<file path="config.mk">
export PLATFORM = sky130hd
export DESIGN_NAME = cbu_branch_unit
export DESIGN_NICKNAME = d
export VERILOG_FILES = /design/src/cbu_pkg.sv /design/src/cbu_cond_eval.sv /design/src/cbu_target_add.sv /design/src/cbu_branch_unit.sv
export VERILOG_INCLUDE_DIRS = /design/src
export SDC_FILE = /design/constraint.sdc
export NUM_CORES = 1
export LEC_CHECK = 0
export BUFFER_PORTS_ARGS = -buffer_cell sky130_fd_sc_hd__buf_2
export CELL_PAD_IN_SITES_DETAIL_PLACEMENT = 1
export CELL_PAD_IN_SITES_GLOBAL_PLACEMENT = 2
export CORE_AREA = 2 2 95 97
export DETAILED_ROUTE_END_ITERATION = 10
export DIE_AREA = 0 0 97 99
export GPL_TIMING_DRIVEN = 0
export PLACE_DENSITY_LB_ADDON = 0.1
export SETUP_SLACK_MARGIN = 0.2
export SLEW_MARGIN = 0
export SYNTH_ARGS = -nofsm -noshare
export SYNTH_HDL_FRONTEND = slang
export SYNTH_SLANG_ARGS = --single-unit
export TNS_END_PERCENT = 1
</file>
<file path="constraint.sdc">
create_clock -name clock -period 2.8 [get_ports clock]
set_input_delay 0.14 -clock clock [delete_from_list [all_inputs] [get_ports clock]]
set_output_delay 0.14 -clock clock [all_outputs]
set_load 0.01 [all_outputs]
</file>
<file path="src/cbu_map.svh">
`ifndef CBU_MAP_SVH
`define CBU_MAP_SVH

// ****************************************
// status flag bit positions
// ****************************************
`define CBU_FLAG_C 3'h0
`define CBU_FLAG_Z 3'h1
`define CBU_FLAG_N 3'h2
`define CBU_FLAG_V 3'h3
`define CBU_FLAG_S 3'h4
`define CBU_FLAG_H 3'h5
`define CBU_FLAG_T 3'h6
`define CBU_FLAG_I 3'h7

// ****************************************
// reset values
// ****************************************
`define CBU_PC_RST    16'h0000
`define CBU_FLAGS_RST 8'h00

// ****************************************
// cycle counts per outcome
// ****************************************
`define CBU_CYC_NOT_TAKEN 2'h1
`define CBU_CYC_TAKEN     2'h2

`endif

</file>
<file path="src/cbu_pkg.sv">
package cbu_pkg;

   // ****************************************
   // instruction kinds seen by the unit
   // ****************************************
   typedef enum logic [4:0] {
      cbu_k_none                        = 5'h00,
      cbu_k_branch_on_flag_clear        = 5'h01,
      cbu_k_branch_on_flag_set          = 5'h02,
      cbu_k_branch_equal                = 5'h03,
      cbu_k_branch_not_equal            = 5'h04,
      cbu_k_branch_carry_set            = 5'h05,
      cbu_k_branch_carry_clear          = 5'h06,
      cbu_k_branch_same_or_higher       = 5'h07,
      cbu_k_branch_lower                = 5'h08,
      cbu_k_branch_minus                = 5'h09,
      cbu_k_branch_plus                 = 5'h0a,
      cbu_k_branch_greater_equal_signed = 5'h0b,
      cbu_k_branch_less_signed          = 5'h0c,
      cbu_k_branch_half_carry_set       = 5'h0d,
      cbu_k_branch_half_carry_clear     = 5'h0e,
      cbu_k_branch_transfer_set         = 5'h0f,
      cbu_k_branch_transfer_clear       = 5'h10
   } cbu_kind_t;

   // ****************************************
   // sequencer states
   // ****************************************
   typedef enum logic {
      cbu_s_exec  = 1'b0,
      cbu_s_flush = 1'b1
   } cbu_state_t;

endpackage

</file>
<file path="src/cbu_cond_eval.sv">
`timescale 1ns/1ps
`include "cbu_map.svh"

module cbu_cond_eval (
   input  wire logic              [4:0] kind,
   input  wire logic              [7:0] flags,
   input  wire logic              [2:0] index,
   output      logic                    take
);

   logic nv;

   always_comb begin
      nv   = flags[`CBU_FLAG_N] ^ flags[`CBU_FLAG_V];
      take = 1'b0;
      case (kind)
         cbu_pkg::cbu_k_branch_on_flag_clear:        take = ~flags[index];
         cbu_pkg::cbu_k_branch_on_flag_set:          take = flags[index];
         cbu_pkg::cbu_k_branch_equal:                take = flags[`CBU_FLAG_Z];
         cbu_pkg::cbu_k_branch_not_equal:            take = ~flags[`CBU_FLAG_Z];
         cbu_pkg::cbu_k_branch_carry_set,
         cbu_pkg::cbu_k_branch_lower:                take = flags[`CBU_FLAG_C];
         cbu_pkg::cbu_k_branch_carry_clear,
         cbu_pkg::cbu_k_branch_same_or_higher:       take = ~flags[`CBU_FLAG_C];
         cbu_pkg::cbu_k_branch_minus:                take = flags[`CBU_FLAG_N];
         cbu_pkg::cbu_k_branch_plus:                 take = ~flags[`CBU_FLAG_N];
         cbu_pkg::cbu_k_branch_greater_equal_signed: take = ~nv;
         cbu_pkg::cbu_k_branch_less_signed:          take = nv;
         cbu_pkg::cbu_k_branch_half_carry_set:       take = flags[`CBU_FLAG_H];
         cbu_pkg::cbu_k_branch_half_carry_clear:     take = ~flags[`CBU_FLAG_H];
         cbu_pkg::cbu_k_branch_transfer_set:         take = flags[`CBU_FLAG_T];
         cbu_pkg::cbu_k_branch_transfer_clear:       take = ~flags[`CBU_FLAG_T];
         default:                                    take = 1'b0;
      endcase
   end

endmodule

</file>
<file path="src/cbu_target_add.sv">
`timescale 1ns/1ps

module cbu_target_add #(
   parameter int PC_W  = 16,
   parameter int OFF_W = 7
) (
   input  wire logic [PC_W-1:0]  pc,
   input  wire logic [OFF_W-1:0] offset,
   output      logic [PC_W-1:0]  target
);

   logic [PC_W-1:0] off_ext;

   always_comb begin
      // signed word offset, reaches back and forward
      off_ext = {{(PC_W-OFF_W){offset[OFF_W-1]}}, offset};
      target  = pc + off_ext + PC_W'(1);
   end

endmodule

</file>
<file path="src/cbu_branch_unit.sv">
`timescale 1ns/1ps
`include "cbu_map.svh"

module cbu_branch_unit #(
   parameter int PC_W  = 16,
   parameter int OFF_W = 7
) (
   input  wire logic              clock,
   input  wire logic              nrst,
   input  wire logic              clk_en,
   input  wire logic              in_valid,
   input  wire logic [4:0]        in_kind,
   input  wire logic [2:0]        in_index,
   input  wire logic [OFF_W-1:0]  in_offset,
   output      logic              in_ready,
   input  wire logic              flag_we,
   input  wire logic [7:0]        flag_wdata,
   output      logic [7:0]        status_flags,
   output      logic [PC_W-1:0]   pc,
   output      logic              discard,
   output      logic              taken,
   output      logic              done,
   output      logic [1:0]        cycles
);

   // ****************************************
   // state
   // ****************************************
   cbu_pkg::cbu_state_t state_reg;
   cbu_pkg::cbu_state_t state_next;
   logic [PC_W-1:0]     pc_reg;
   logic [PC_W-1:0]     pc_next;
   logic [7:0]          status_flags_reg;
   logic [7:0]          status_flags_next;
   logic                taken_reg;
   logic                taken_next;
   logic                done_reg;
   logic                done_next;
   logic [1:0]          cycles_reg;
   logic [1:0]          cycles_next;

   logic                accept;
   logic                is_branch;
   logic                cond_true;
   logic [PC_W-1:0]     target;
   logic                jump_go;
   logic                step_go;

   // ****************************************
   // condition and target
   // ****************************************
   cbu_cond_eval u_cond (
      .kind  (in_kind),
      .flags (status_flags_reg),
      .index (in_index),
      .take  (cond_true)
   );

   cbu_target_add #(
      .PC_W  (PC_W),
      .OFF_W (OFF_W)
   ) u_add (
      .pc     (pc_reg),
      .offset (in_offset),
      .target (target)
   );

   // ****************************************
   // handshake
   // ****************************************
   always_comb begin
      in_ready  = (state_reg == cbu_pkg::cbu_s_exec);
      discard   = (state_reg == cbu_pkg::cbu_s_flush);
      accept    = in_valid && in_ready;
      is_branch = (in_kind != cbu_pkg::cbu_k_none);
      jump_go   = accept && is_branch && cond_true;
      step_go   = accept && !jump_go;
   end

   // ****************************************
   // sequencer next value
   // ****************************************
   always_comb begin
      state_next = state_reg;
      unique case (state_reg)
         cbu_pkg::cbu_s_exec: begin
            if (jump_go) begin
               state_next = cbu_pkg::cbu_s_flush;
            end
         end
         cbu_pkg::cbu_s_flush: begin
            // fall-through fetch is dropped here
            state_next = cbu_pkg::cbu_s_exec;
         end
      endcase
   end

   // ****************************************
   // sequencer register
   // ****************************************
   always_ff @(posedge clock or negedge nrst) begin
      if (!nrst) begin
         state_reg <= cbu_pkg::cbu_s_exec;
      end else if (clk_en) begin
         state_reg <= state_next;
      end
   end

   // ****************************************
   // program counter next value
   // ****************************************
   always_comb begin
      pc_next = pc_reg;
      if (jump_go) begin
         pc_next = target;
      end else if (step_go) begin
         pc_next = pc_reg + PC_W'(1);
      end
   end

   // ****************************************
   // program counter register
   // ****************************************
   always_ff @(posedge clock or negedge nrst) begin
      if (!nrst) begin
         pc_reg <= PC_W'(`CBU_PC_RST);
      end else if (clk_en) begin
         pc_reg <= pc_next;
      end
   end

   // ****************************************
   // status flags next value
   // ****************************************
   always_comb begin
      status_flags_next = status_flags_reg;
      // only the flag write port changes flags
      if (flag_we) begin
         status_flags_next = flag_wdata;
      end
   end

   // ****************************************
   // status flags register
   // ****************************************
   always_ff @(posedge clock or negedge nrst) begin
      if (!nrst) begin
         status_flags_reg <= `CBU_FLAGS_RST;
      end else if (clk_en) begin
         status_flags_reg <= status_flags_next;
      end
   end

   // ****************************************
   // taken pulse next value
   // ****************************************
   always_comb begin
      // pulse for the cycle after a taken accept
      taken_next = jump_go;
   end

   // ****************************************
   // taken pulse register
   // ****************************************
   always_ff @(posedge clock or negedge nrst) begin
      if (!nrst) begin
         taken_reg <= 1'b0;
      end else if (clk_en) begin
         taken_reg <= taken_next;
      end
   end

   // ****************************************
   // done pulse next value
   // ****************************************
   always_comb begin
      done_next = 1'b0;
      if (step_go) begin
         // plain instructions finish without a report
         done_next = is_branch;
      end else if (discard) begin
         done_next = 1'b1;
      end
   end

   // ****************************************
   // done pulse register
   // ****************************************
   always_ff @(posedge clock or negedge nrst) begin
      if (!nrst) begin
         done_reg <= 1'b0;
      end else if (clk_en) begin
         done_reg <= done_next;
      end
   end

   // ****************************************
   // cycle count next value
   // ****************************************
   always_comb begin
      cycles_next = cycles_reg;
      if (step_go && is_branch) begin
         cycles_next = `CBU_CYC_NOT_TAKEN;
      end else if (discard) begin
         cycles_next = `CBU_CYC_TAKEN;
      end
   end

   // ****************************************
   // cycle count register
   // ****************************************
   always_ff @(posedge clock or negedge nrst) begin
      if (!nrst) begin
         cycles_reg <= 2'h0;
      end else if (clk_en) begin
         cycles_reg <= cycles_next;
      end
   end

   // ****************************************
   // outputs
   // ****************************************
   always_comb begin
      status_flags = status_flags_reg;
      pc           = pc_reg;
      taken        = taken_reg;
      done         = done_reg;
      cycles       = cycles_reg;
   end

endmodule

</file>
==> metrics.md <==
| Metric | Value |
|---|---|
| Synth area leaders | dfrtp_1, ha_1, mux2_2 |
| Die Ht | 99 um |
| RSZ-0062 raised after global routing | yes |
| Post-synth EDFFs | 0 |
| Synthesis-to-finish area growth | 22.18% |
| Via count | 2729 |
| Async SR Flop Fraction | 100.0% |
| Crit path top cell by count | mux2i_2 |
| Top-count cell post-synth | dfrtp_1 |
| Top delay family on crit path | multiplexers |
| Share of post-route cells with drive strength above 1 | 25.20% |
| DRT antenna net count | 0 |
| Final Util | 39.10% |
| Final HPWL DP | 6643 um |
| Initial antenna violation count | 0 |
| Yosys reg bits | 29 |
| Share of the synthesized area in the top cell type | 26.52% |
| Synth warn | 0 |
| Worst-path cell with the longest stage delay | mux4_1 |
| First-pass GRT wire length | 14420 um |
| Mapped Cells | 318 |
| Final worst setup slack | 0.2987 ns |
| DR iter-0 viols | 49 |
| Total global-route track usage | 18.17% |
| List of most frequent post-synthesis cells | dfrtp_1, nand2_1, a21oi_1 |
| Share of the yosys chip area belonging to registers | 26.52% |
| Final Max Slew Viols | 0 |
| Area leader, netlist | dfrtp_1 |
| Num Clock Sinks | 29 |
| Ys flop type | dfrtp_1 |
| Final #Nets | 425 |
| DR WL/cell | 17.92 um |
| Slew headroom | 52.58% |
| Crit Path Category | reg2reg |
| Clk slew on worst S/H paths | 0.07 ns |
| Kind of end point of the critical path | register |
| Setup TNS | 0 ns |
| Leakage Power | 1.475 nW |
| # diodes | 0 |
| Final period util | 89.33% |
| CP Buf/Inv Count | 2 |
| # DRC | 0 |
| Data arrival time of the critical path | 2.67 ns |
| CTS root buf | clkbuf_8 |
| Hold Path End | status_flags[2]$_DFFE_PN0P_ |
| Max incr delay on CP | 0.51 ns |
| Power per cell area | 696.6 mW/mm^2 |
| Clock Path Buffers | 2 |
| Register-to-Register Path Depth | 8 |
| CTS tree | done |
| Reg2Reg Setup Slack | 0.30 ns |
| CP cell instances | mux4_1 -> mux2i_2 -> mux2i_2 -> buf_12 -> a31oi_4 -> buf_6 -> a311oi_1 -> nor3_1 |
| DP Worst Slack | -0.02480 ns |
| Number of buffers created by CTS | 5 |
| Worst Clk Skew | 0.004270 ns |
| Max Clock Freq | 399.8 MHz |
| Critical R2R Capture | pc[8]$_DFFE_PN0P_ |
| Post-Syn Area | 0.002736 sq mm |
| Maximum vdd drop | 0.3547 mV |
| Post-Syn Nets | 363 |
| CP max FO | 10 |
| Largest register FFs | 16 |
| Total routed wirelength | 8761 um |
| CP Launch Type | register |
| Worst Hold Margin | 0.08737 ns |
| Hold_sp | flag_wdata[2] |
| Period minus WS final | 2.501 ns |
| CORE AREA | 0.008551 sq mm |
| Critical path required time | 2.97 ns |
| Final setup violation count | 0 |
| IO Pins | 58 |
| Clk Latency, worst-skew pair | 0.28 ns |
| Row count | 34 |
| Endpoints failing hold | 0 |
| Hold Path Depth | 2 |
| Worst r2r src | status_flags[0]$_DFFE_PN0P_ |
| Die width | 97 um |
| Largest net degree at the start of global routing | 30 |
| Max Cap Viol | 0 |
| RePlAce Congestion | 0.7478 |
| Drt first pass iters | 4 |
| Vias in the first global route | 2877 |
| Post-synthesis average cell area | 8.605 sq um |
| Vias per inst | 5.581 |
| H-tree depth | 2 |
| Status | finished, final reports clean |
| Worst hold path type | in2reg |
| Grt ovf | 0 |
| Worst-Margin Slew | 0.7113 ns |
| Synth cell types | 61 |
| IO buf count | 53 |
| Starting Density | 32.00% |
| Die Area | 0.009603 sq mm |
## metrics by stage
stage	total power, W	cells	instance area, sq um
2_1_floorplan	0.001444	318	2736
3_3_place_gp	0.001803	479	3137
3_5_place_dp	0.001822	479	3137
4_1_cts	0.002316	488	3277
5_1_grt	0.002531	489	3343
6_report	0.002329	489	3343
## how the worst max path moves through the flow
stage                                      startpoint                 end  slack, ns  cells after the start
after floorplan                    pc[12]$_DFFE_PN0P_  pc[15]$_DFFE_PN0P_       0.44                      7
after global placement              pc[0]$_DFFE_PN0P_  pc[10]$_DFFE_PN0P_      0.004                     10
after detailed placement            pc[0]$_DFFE_PN0P_  pc[14]$_DFFE_PN0P_      -0.02                     10
after CTS                           pc[0]$_DFFE_PN0P_  pc[10]$_DFFE_PN0P_       0.17                     10
after global routing      status_flags[1]$_DFFE_PN0P_  pc[10]$_DFFE_PN0P_       0.15                      8
final                     status_flags[0]$_DFFE_PN0P_   pc[8]$_DFFE_PN0P_       0.30                      8
## cells by family (layout without fill, tap and decap cells)
family,Yosys count,in the layout,share of synthesized area (%)
simple gates,112,112,21.95
compound gates,98,98,25.06
flops,29,29,26.52
buf+inv,29,92,4.938
mux,24,24,10.61
fa+ha+maj,17,17,8.048
xor+xnor,9,9,2.881
## routing by layer
metal	global-route usage (%)	routed length (um)	vias up
li1	-	-	1347
met1	24.66	4207	1345
met5	0	0	-
met4	3.250	55	0
met2	31.68	4314	32
met3	1.986	183	5
## cells in the final DEF, fill, tap and decap left out, drive strengths merged, types with 3 or more instances in the layout
cell type  instances
a31oi              5
a211o              5
a21o               5
ha                16
a21oi             18
o21bai             3
nor4               4
nor3              16
inv               15
o21a               4
o211ai             5
and3               7
nand3             12
nand2             21
nor3b              6
nand4              4
a22oi              5
dfrtp             29
a211oi             6
clkbuf            14
nor2b              5
nor2              17
o31ai              3
mux2i             11
xnor2              7
mux2              11
o21ai             16
buf               60
or3                6
## where the power goes
| group | switching [W] | internal, W |
|---|---|---|
| clock | 0.000178 | 0.000289 |
| combinational | 0.000674 | 0.000524 |
| sequential | 0.000154 | 0.000509 |
| total | 0.00101 | 0.00132 |
## worst register-to-register path, stage by stage (launching register included)
cell      delay, ns
dfrtp_2        0.44
mux4_1         0.52
mux2i_2        0.22
mux2i_2        0.38
buf_12         0.15
a31oi_4        0.15
buf_6          0.20
a311oi_1       0.24
nor3_1         0.08
## area by class of cell
class	count	area, sq um
fillers	1045	5207
multi-input cells	260	1924
flip-flops and latches	29	729.5
repair buffers	55	295.3
well taps	108	135.1
clock buffers	6	82.58
plain buffers	14	82.58
inverters	15	56.30
clock inverters	2	37.54
## timing repair
action | 4_1_cts | 5_1_grt
hold buffers | 1 | 0
buffers inserted | 0 | 1
endpoints found under the setup margin | 5 | 20
hold endpoints to repair | 29 | 0
pin swaps | 0 | 4
gates resized for setup | 4 | 14
Note: power is estimated with default switching activity, not from simulation.
